`src/hw/sjd_consts.svh`:
```
// constants for the scan-port instruction decoder
// assumes inclusion by bare name from every design file that needs them
`ifndef SJD_CONSTS_SVH
`define SJD_CONSTS_SVH

// ==========================================================
// widths
`define SJD_IR_W 3
`define SJD_ID_W 32
`define SJD_BSR_W 8

// ==========================================================
// instruction codes, msb on the left
`define SJD_OP_EXTEST 3'h0
`define SJD_OP_IDCODE 3'h1
`define SJD_OP_SAMPLEZ 3'h2
`define SJD_OP_RESV_A 3'h3
`define SJD_OP_SAMPLE 3'h4
`define SJD_OP_PRIVATE 3'h5
`define SJD_OP_RESV_B 3'h6
`define SJD_OP_BYPASS 3'h7

// ==========================================================
// capture and reset values
`define SJD_IR_CAPTURE 3'h1
`define SJD_IR_RESET `SJD_OP_IDCODE
`define SJD_BYPASS_CAPTURE 1'h0
`define SJD_TDO_RESET 1'h0

`endif

```
`src/hw/sjd_pkg.sv`:
```
// types shared by the scan-port instruction decoder
// assumes sjd_consts.svh is on the include path
package sjd_pkg;

  // ==========================================================
  // serial port pins, all from the far controller
  typedef struct packed {
    logic tck;
    logic tms;
    logic tdi;
  } sjd_pins_t;

  // ==========================================================
  // test access port states, one-hot
  typedef enum logic [15:0] {
    TLR = 16'h0001,
    RTI = 16'h0002,
    SEL_DR = 16'h0004,
    CAP_DR = 16'h0008,
    SH_DR = 16'h0010,
    EX1_DR = 16'h0020,
    PAU_DR = 16'h0040,
    EX2_DR = 16'h0080,
    UPD_DR = 16'h0100,
    SEL_IR = 16'h0200,
    CAP_IR = 16'h0400,
    SH_IR = 16'h0800,
    EX1_IR = 16'h1000,
    PAU_IR = 16'h2000,
    EX2_IR = 16'h4000,
    UPD_IR = 16'h8000
  } sjd_tap_state_t;

endpackage : sjd_pkg

```
`src/hw/sjd_pin_sync.sv`:
```
// two-stage synchroniser for the scan pins plus test-clock edge finder
// assumes pins are asynchronous to clk and test clock is far slower
`timescale 1ns/1ps
`default_nettype none

module sjd_pin_sync (
  input wire logic clk,
  input wire logic reset,
  input wire sjd_pkg::sjd_pins_t pins,
  output logic tmsSync,
  output logic tdiSync,
  output logic tckRise,
  output logic tckFall
);
  import sjd_pkg::*;

  // ==========================================================
  // synchroniser: stage one feeds stage two only
  sjd_pins_t meta_q;
  sjd_pins_t sync_q;
  logic tckPrev_q;

  always_ff @(posedge clk or posedge reset)
  begin
    if (reset)
    begin
      meta_q <= '0;
      sync_q <= '0;
      tckPrev_q <= 1'b0;
    end
    else
    begin
      meta_q <= pins;
      sync_q <= meta_q;
      tckPrev_q <= sync_q.tck;
    end
  end

  // ==========================================================
  // edge pulses, one clk wide
  assign tmsSync = sync_q.tms;
  assign tdiSync = sync_q.tdi;
  assign tckRise = sync_q.tck & ~tckPrev_q;
  assign tckFall = ~sync_q.tck & tckPrev_q;

endmodule : sjd_pin_sync

`default_nettype wire

```
`src/hw/sjd_tap_decoder.sv`:
```
// scan-port controller with instruction decode for a burst ram
// assumes test clock far slower than clk; ring pins asynchronous
// Functional notes
// - code 000 is external test; boundary register sits in the scan path
// - code 001 is identification; register preloaded and placed in scan path
// - code 010 captures ring, uses boundary register, forces ram drivers high-z
// - codes 011 and 110 act as bypass; controller should not issue them
// - code 100 is sample/preload; captures ring into boundary register
// - code 111 is bypass; one-stage register is the whole path
// - power-up and test-logic-reset load identification instruction
// - codes are msb-left three bits; shifted lsb first by both sides
// - capture-ir loads 01 in low bits; new code acts only at update-ir
// - identification register is 32 bits, captured in capture-dr, bit 0 first
// - under external test boundary update cells drive ram outputs; inputs still act
`timescale 1ns/1ps
`default_nettype none
`include "sjd_consts.svh"

module sjd_tap_decoder #(
  // arbitrary identification value; bit 0 kept high as presence marker
  parameter logic [`SJD_ID_W-1:0] ID_VALUE = 32'h1A5C_0F03
) (
  input wire logic clk,
  input wire logic reset,
  input wire sjd_pkg::sjd_pins_t pins,
  input wire logic [`SJD_BSR_W-1:0] ringIn,
  output logic tdo,
  output logic tdoEnable,
  output logic ramHighZ,
  output logic ramDriveScan,
  output logic [`SJD_BSR_W-1:0] ramPinOut,
  output logic [`SJD_IR_W-1:0] activeInstr
);
  import sjd_pkg::*;

  // ==========================================================
  // pin synchronisation
  logic tmsSync;
  logic tdiSync;
  logic tckRise;
  logic tckFall;

  sjd_pin_sync u_sync (
    .clk(clk),
    .reset(reset),
    .pins(pins),
    .tmsSync(tmsSync),
    .tdiSync(tdiSync),
    .tckRise(tckRise),
    .tckFall(tckFall)
  );

  // ring pins: stage one read only by stage two
  logic [`SJD_BSR_W-1:0] ringMeta_q;
  logic [`SJD_BSR_W-1:0] ringSync_q;

  always_ff @(posedge clk or posedge reset)
  begin
    if (reset)
    begin
      ringMeta_q <= '0;
      ringSync_q <= '0;
    end
    else
    begin
      ringMeta_q <= ringIn;
      ringSync_q <= ringMeta_q;
    end
  end

  // ==========================================================
  // state machine
  sjd_tap_state_t tapState_q;
  sjd_tap_state_t tapState_d;

  always_comb
  begin
    case (tapState_q)
      TLR: tapState_d = tmsSync ? TLR : RTI;
      RTI: tapState_d = tmsSync ? SEL_DR : RTI;
      SEL_DR: tapState_d = tmsSync ? SEL_IR : CAP_DR;
      CAP_DR: tapState_d = tmsSync ? EX1_DR : SH_DR;
      SH_DR: tapState_d = tmsSync ? EX1_DR : SH_DR;
      EX1_DR: tapState_d = tmsSync ? UPD_DR : PAU_DR;
      PAU_DR: tapState_d = tmsSync ? EX2_DR : PAU_DR;
      EX2_DR: tapState_d = tmsSync ? UPD_DR : SH_DR;
      UPD_DR: tapState_d = tmsSync ? SEL_DR : RTI;
      SEL_IR: tapState_d = tmsSync ? TLR : CAP_IR;
      CAP_IR: tapState_d = tmsSync ? EX1_IR : SH_IR;
      SH_IR: tapState_d = tmsSync ? EX1_IR : SH_IR;
      EX1_IR: tapState_d = tmsSync ? UPD_IR : PAU_IR;
      PAU_IR: tapState_d = tmsSync ? EX2_IR : PAU_IR;
      EX2_IR: tapState_d = tmsSync ? UPD_IR : SH_IR;
      UPD_IR: tapState_d = tmsSync ? SEL_DR : RTI;
      default: tapState_d = TLR;
    endcase
  end

  // tms is taken only on the test clock's rising edge
  always_ff @(posedge clk or posedge reset)
  begin
    if (reset)
      tapState_q <= TLR;
    else if (tckRise)
      tapState_q <= tapState_d;
  end

  // ==========================================================
  // state and instruction decode
  logic [`SJD_IR_W-1:0] irShift_q;
  logic [`SJD_IR_W-1:0] irActive_q;

  wire inTlr = (tapState_q == TLR);
  wire capIr = tckRise & (tapState_q == CAP_IR);
  wire shIr = tckRise & (tapState_q == SH_IR);
  wire updIr = tckFall & (tapState_q == UPD_IR);
  wire capDr = tckRise & (tapState_q == CAP_DR);
  wire shDr = tckRise & (tapState_q == SH_DR);
  wire updDr = tckFall & (tapState_q == UPD_DR);
  wire shiftState = (tapState_q == SH_IR) | (tapState_q == SH_DR);
  wire fallShIr = tckFall & (tapState_q == SH_IR);
  wire fallShDr = tckFall & (tapState_q == SH_DR);

  wire opExtest = (irActive_q == `SJD_OP_EXTEST);
  wire opIdcode = (irActive_q == `SJD_OP_IDCODE);
  wire opSampleZ = (irActive_q == `SJD_OP_SAMPLEZ);
  wire opSample = (irActive_q == `SJD_OP_SAMPLE);
  wire selBsr = opExtest | opSampleZ | opSample;
  wire selId = opIdcode;
  // reserved, private and bypass codes all fall through to bypass
  wire selBypass = ~selBsr & ~selId;
  // preload only meaningful for the two codes that may drive pins later
  wire bsrLoadUpd = opExtest | opSample;

  // ==========================================================
  // instruction register
  always_ff @(posedge clk or posedge reset)
  begin
    if (reset)
      irShift_q <= `SJD_IR_CAPTURE;
    else if (capIr)
      irShift_q <= `SJD_IR_CAPTURE;
    else if (shIr)
      irShift_q <= {tdiSync, irShift_q[`SJD_IR_W-1:1]};
  end

  always_ff @(posedge clk or posedge reset)
  begin
    if (reset)
      irActive_q <= `SJD_IR_RESET;
    else if (inTlr)
      irActive_q <= `SJD_IR_RESET;
    else if (updIr)
      irActive_q <= irShift_q;
  end

  // ==========================================================
  // data registers
  logic bypass_q;
  logic [`SJD_ID_W-1:0] idShift_q;
  logic [`SJD_BSR_W-1:0] bsr_q;
  logic [`SJD_BSR_W-1:0] bsrUpd_q;

  always_ff @(posedge clk or posedge reset)
  begin
    if (reset)
      bypass_q <= `SJD_BYPASS_CAPTURE;
    else if (capDr & selBypass)
      bypass_q <= `SJD_BYPASS_CAPTURE;
    else if (shDr & selBypass)
      bypass_q <= tdiSync;
  end

  always_ff @(posedge clk or posedge reset)
  begin
    if (reset)
      idShift_q <= '0;
    else if (capDr & selId)
      idShift_q <= ID_VALUE;
    else if (shDr & selId)
      idShift_q <= {tdiSync, idShift_q[`SJD_ID_W-1:1]};
  end

  // capture of async ring is only repeatable if the ram holds its pins still
  always_ff @(posedge clk or posedge reset)
  begin
    if (reset)
      bsr_q <= '0;
    else if (capDr & selBsr)
      bsr_q <= ringSync_q;
    else if (shDr & selBsr)
      bsr_q <= {tdiSync, bsr_q[`SJD_BSR_W-1:1]};
  end

  always_ff @(posedge clk or posedge reset)
  begin
    if (reset)
      bsrUpd_q <= '0;
    else if (updDr & bsrLoadUpd)
      bsrUpd_q <= bsr_q;
  end

  // ==========================================================
  // serial output, falling test clock only
  wire drBit = selBsr ? bsr_q[0] : (selId ? idShift_q[0] : bypass_q);
  wire serialBit = (tapState_q == SH_IR) ? irShift_q[0] : drBit;

  always_ff @(posedge clk or posedge reset)
  begin
    if (reset)
    begin
      tdo <= `SJD_TDO_RESET;
      tdoEnable <= 1'b0;
    end
    else if (tckFall)
    begin
      tdo <= serialBit;
      tdoEnable <= shiftState;
    end
  end

  // ==========================================================
  // ram-side effects
  always_ff @(posedge clk or posedge reset)
  begin
    if (reset)
    begin
      ramHighZ <= 1'b0;
      ramDriveScan <= 1'b0;
      ramPinOut <= '0;
      activeInstr <= `SJD_IR_RESET;
    end
    else
    begin
      ramHighZ <= opSampleZ;
      ramDriveScan <= opExtest;
      ramPinOut <= bsrUpd_q;
      activeInstr <= irActive_q;
    end
  end
endmodule : sjd_tap_decoder

`default_nettype wire

```
`config.mk`:
```
export PLATFORM = sky130hd
export DESIGN_NAME = sjd_tap_decoder
export DESIGN_NICKNAME = d
export VERILOG_FILES = /design/src/hw/sjd_pkg.sv /design/src/hw/sjd_pin_sync.sv /design/src/hw/sjd_tap_decoder.sv
export VERILOG_INCLUDE_DIRS = /design/src /design/src/hw
export SDC_FILE = /design/constraint.sdc
export NUM_CORES = 1
export LEC_CHECK = 0
export ABC_CLOCK_PERIOD_IN_PS = 4900
export BUFFER_PORTS_ARGS = -buffer_cell sky130_fd_sc_hd__buf_4
export CORE_ASPECT_RATIO = 2
export CORE_MARGIN = 8
export CORE_UTILIZATION = 50
export DETAILED_ROUTE_END_ITERATION = 10
export HOLD_SLACK_MARGIN = 0.06
export PLACE_DENSITY = 0.8
export SKIP_LAST_GASP = 1
export SYNTH_ARGS = -nofsm -noshare
export SYNTH_HDL_FRONTEND = slang
export SYNTH_SLANG_ARGS = --single-unit
```
`constraint.sdc`:
```
create_clock -name clk -period 4.9 [get_ports clk]
set_clock_uncertainty 0.05 [all_clocks]
set_input_delay 0.98 -clock clk [delete_from_list [all_inputs] [get_ports clk]]
set_output_delay 0.98 -clock clk [all_outputs]
set_load 0.02 [all_outputs]
```
# Yosys cells after proc, flatten, opt, wreduce, memory -nomap -nowiden
# Index checks and enable logic that the tools add are counted.
# word_totals
ff_bits	109
inputBits	13
word_cells	100
output_inout_bits	15
# classes
bitwise_logic	24
n_eq_ne	19
reduce_logical	9
mux	26
# ops
cell	count
$pmux 16 s12	1
$mux 32	2
$mux 16	2
$mux 8	3
$mux 9	2
$and 1x1->1	16
$eq 16x1->1 const B	1
$eq 16x10->1 const B	1
$eq 16x11->1 const B	1
$eq 16x12->1 const B	1
$eq 16x13->1 const B	1
$eq 16x14->1 const B	1
$eq 16x15->1 const B	1
$eq 16x16->1 const B	1
$eq 16x2->1 const B	1
$eq 16x3->1 const B	1
$eq 16x4->1 const B	1
$eq 16x5->1 const B	1
$eq 16x6->1 const B	1
$eq 16x7->1 const B	1
$eq 16x8->1 const B	1
$eq 16x9->1 const B	1
$mux 15	1
$mux 3	5
other kinds (15)	30

# Logic depth before layout (Yosys ltp)
# logic_depth
depth_word	8
ltp_mapped	9
mapped_depth_nobuf	5

# Hierarchy
# Synthesis repeated with hierarchy kept, for this count alone.
# hier_totals
cells_unflattened	366
area_unflattened_um2	4430.5
# by_module_without_submodules
mod	n_inst	seq_area_each_um2	cells_per_inst	area_per_inst_um2
sjd_tap_decoder	1	2557.5	356	4236.6
sjd_pin_sync	1	175.2	10	193.9

# Worst setup path before layout
# Ideal clock, no wire load.
# synth_timing
path_type	register -> register
from	reg tapState_q[5]
to	reg bsr_q[0]
required_ns	4.725
path_buffers	2
synth_period_minus_slack_ns	2.176
path_slack_ns	2.724
arrival_ns	2.002
stages_incl_launch_ff	8
setup_ns	0.125
cell_sequence	dfrtp_1 > buf_6 > nor4_4 > nand3_2 > nor2_2 > buf_6 > mux2_2 > mux2_2
# synth_via
elab_chain_len	4
word_cells_on_any_way	8
cone_classes	eq/ne (2); mux (1); bitwise (4); reduce/logical (1)
# synth_lines
element	line_no	rtl
start, declared	sjd_tap_decoder.sv:73	sjd_tap_state_t tapState_q;
start signal, assigned	sjd_tap_decoder.sv:105	tapState_q <= tapState_d;
$eq 16x4->1 / $eq 16x5->1 (equally long branches)	sjd_tap_decoder.sv:117, sjd_tap_decoder.sv:118	
$and 1x1->1, on equally long branches	sjd_tap_decoder.sv:117, sjd_tap_decoder.sv:118	
$and 1x1->1, on equally long branches	sjd_tap_decoder.sv:189, sjd_tap_decoder.sv:191	
$mux 8 / $reduce_bool 2->1 (equally long branches)	--	
end signal, assigned	sjd_tap_decoder.sv:190	bsr_q <= ringSync_q;
end signal, assigned	sjd_tap_decoder.sv:192	bsr_q <= {tdiSync, bsr_q[`SJD_BSR_W-1:1]};
end, declared	sjd_tap_decoder.sv:161	logic [`SJD_BSR_W-1:0] bsr_q;
# Parallel ways exist; a longest one is shown, timed or not.
# A chain may end at the register's enable or synchronous reset.

# Worst setup path in the final report
# layout_timing
from	reg tapState_q[5]
to	reg bsr_q[2]
# Same word-level chain as after synthesis.

==> results.tsv <==
stage	metric	value	unit
run_status	outcome	complete, no violations	
worst_setup_path	Startpoint Class	register	
finish	Filler Cell Count	735	
drt	Initial DRC Count	230	
clock_network	worst skew pair latency	0.35	ns
global_route	vias in the first global route	2998	
min_path	WHS Path Cells	0	
pwr	part of the power in registers	52.0	%
worst_setup_path	reg2reg path depth	5	
floorplan	CORE AREA	9196	um2
sta	RSZ-0062 raised after global routing	no	
clock_network	CTS root buffer	clkbuf_16	
drt	DRC Markers	0	
sta	# setup viols final	0	
synthesis	Synth Flop Type	dfrtp_1	
finish	P&R area growth vs syn	8.828	%
clock_network	hold buffer count at CTS	0	
floorplan	number of I/O pins	28	
placed_design	post-DP HPWL	5540	um
placed_design	Placer Congestion	0.8751	
drt	final WL	8494	um
drt	vias	3006	
pwr	combinational power share	12.9	%
worst_setup_path	FF-to-FF Start	tapState_q[5]	
worst_setup_path	Worst Path Max Fanout	22	
global_route	GRT Overall Usage	13.93	%
floorplan	die width	84.29	um
pwr	sw frac	26.95	%
pwr	Pint	1411	uW
synthesis	sequential share of the synthesized area	58.60	%
finish	commonest non-fill, non-tap cells in the layout	dfrtp_1, nor2_1, buf_4, nand2_1, mux2_2	
sta	final hold slack	0.2981	ns
pwr	Pwr Total	1932	uW
worst_setup_path	Crit Path Category	register to register	
min_path	hold path start	u_sync.meta_q[1]	
clock_network	Max clock buf depth	2	
global_route	largest net degree at the start of global routing	87	
clock_network	post_cts resized	0	
job	Max-cap violations	0	
finish	Multi-input gate area	1690	um2
synthesis	syn nets	396	
drt	drt pass-1 iters	5	
sta	fmax	348.1	MHz
pwr	Power Dens Cells	380.6	nW/um2
clock_network	postcts setup bufs	0	
sta	Final Slew Violations	0	
synthesis	ys async rst share	100.0	%
pwr	Pleak	0.002339	uW
synthesis	syn avg cell area	12.18	um2
clock_network	H-tree Lvls	3	
drt	ANT nets after route	0	
sta	final setup TNS	0	ns
clock_network	CTS tree	yes	
global_route	Congestion Overflow GR	0	
min_path	HP Class	register to register	
min_path	Hold Path Sink	u_sync.tmsSync	
finish	most common cell after layout, fill and taps aside	dfrtp_1	
global_route	initial antenna violation count	0	
placed_design	Port Buffers	27	
synthesis	Synth warnings	0	
pwr	clock network power share	35.1	%
sta	slew of the pin with the lowest slew margin	1.004	ns
drt	Avg WL per Cell	16.85	um
floorplan	die area	12860	um2
pwr	Sw Pwr	520.6	uW
finish	n_diodes	0	
clock_network	clk slew on worst S/H paths	0.07	ns
sta	final hold vios	0	
worst_setup_path	Critical Path RT	5.08	ns
synthesis	Distinct cells, synth	52	
synthesis	flops & latches, synth	109	
sta	period utilization	58.63	%
pwr	Max IR drop VDD	0.0002739	V
worst_setup_path	crit path DAT	3.06	ns
global_route	first-pass GRT wire length	14840	um
finish	Layout Nets	408	
synthesis	Syn Inst Count	383	
synthesis	synthesized area	4663	um2
clock_network	Num CTS Buffers	9	
worst_setup_path	Critical Path End Type	register	
synthesis	Post-synth EDFFs	0	
finish	Reg area	2733	um2
drt	DR vias/cell	5.964	
worst_setup_path	r2r setup slk	2.03	ns
sta	minimum clock period	2.873	ns
clock_network	clock sink count	109	
floorplan	Cell Rows	50	
floorplan	DIE HEIGHT	152.6	um
sta	headroom to the max-slew limit	33.01	%
worst_setup_path	r2r endpoint	bsr_q[2]	
finish	layout cells sized above 1	22.50	%
floorplan	initial core utilization	50.71	%
stage by stage:
| stage | std cells | utilization [%] | setup WS (ns) | instance area, um2 |
|---|---|---|---|---|
| floorplan | 383 | - | 1.003 | 4663 |
| global placement | 488 | 52.15 | 2.099 | 4796 |
| detailed placement | 488 | 52.15 | 2.034 | 4796 |
| CTS | 504 | 55.18 | 2.002 | 5075 |
| global route | 504 | 55.18 | 1.862 | 5075 |
| finish | 504 | 55.18 | 2.027 | 5075 |
worst max-delay path, stage by stage (launching register included):
cell and delay [ns]:
dfrtp_1 0.49, nor4_4 0.55, nand3_2 0.19, nor2_2 0.80, mux2_2 0.42, mux2_2 0.25
cell type report:
type	count	share of cell area [%]
Sequential cell	109	53.85
Inverter	4	0.3452
Tap cell	104	2.564
Timing Repair Buffer	30	4.438
Clock inverter	4	0.6410
Multi-Input combinational cell	241	33.31
Clock buffer	12	4.857
metal layers:
| layer | vias up | wire (um) | global-route usage (%) | part of all wire (%) |
|---|---|---|---|---|
| met2 | 81 | 3901 | 20.21 | 46 |
| met3 | 21 | 414 | 3.747 | 4.9 |
| met1 | 1495 | 3944 | 18.43 | 46 |
| met5 | - | 0 | 0 | 0 |
| li1 | 1409 | - | - | - |
| met4 | 0 | 234 | 7.374 | 2.8 |
cells by family (layout without fill, tap and decap cells):
| group | Yosys count | in the layout | synth area share (%) |
|---|---|---|---|
| AND/OR/NAND/NOR | 135 | 135 | 17.47 |
| flip-flops | 109 | 109 | 58.60 |
| AO/OA/AOI/OAI | 71 | 71 | 10.76 |
| buffers and inverters | 33 | 50 | 5.151 |
| multiplexers | 29 | 29 | 6.869 |
| XOR/XNOR | 5 | 5 | 0.9393 |
| adder cells (fa/ha/maj) | 1 | 1 | 0.2147 |
how the worst max path moves through the flow:
stage | start | end | slack, ns | cells after the start
finish | tapState_q[5] | bsr_q[2] | 2.03 | 5
global route | tapState_q[5] | bsr_q[2] | 1.86 | 5
global placement | tapState_q[5] | bsr_q[6] | 2.10 | 5
detailed placement | tapState_q[5] | bsr_q[1] | 2.03 | 5
CTS | tapState_q[5] | bsr_q[1] | 2.00 | 5
floorplan | reset | activeInstr[1] | 1.00 | 1
cell usage after synthesis (5+ instances only):
library cell | n | area share [%]
dfrtp_1 | 105 | 56
nor2_1 | 37 | 3.0
nand2_1 | 29 | 2.3
mux2_2 | 24 | 5.8
a32o_1 | 20 | 4.3
a21oi_1 | 18 | 1.9
o21ai_0 | 18 | 1.9
buf_6 | 9 | 2.2
nand3_1 | 8 | 0.86
nand4_1 | 8 | 1.1
buf_2 | 7 | 0.75
nor4b_1 | 7 | 1.3
clkbuf_1 | 6 | 0.48
mux2i_1 | 5 | 1.1
nor3_1 | 5 | 0.54
or4_1 | 5 | 0.81
sequential cells by signal (all words and copies together), names as in the netlist, 3 cells and up:
| register | count |
|---|---|
| idShift_q | 32 |
| ringSync_q | 8 |
| ringMeta_q | 8 |
| u_sync.meta_q | 3 |
| irShift_q | 3 |
| bsr_q | 8 |
| bsrUpd_q | 8 |
| irActive_q | 3 |
| tapState_q | 16 |
| activeInstr | 3 |
| ramPinOut | 8 |
power by group through the flow:
stage          Combinational (uW)  Clock (uW)  Sequential, uW
5_1_grt                       281         735            1010
3_3_place_gp                  242           0            1020
2_1_floorplan                 210           0             995
3_5_place_dp                  245           0            1020
4_1_cts                       248         693            1000
6_report                      248         678            1010
Note: power is estimated with default switching activity, not from simulation.
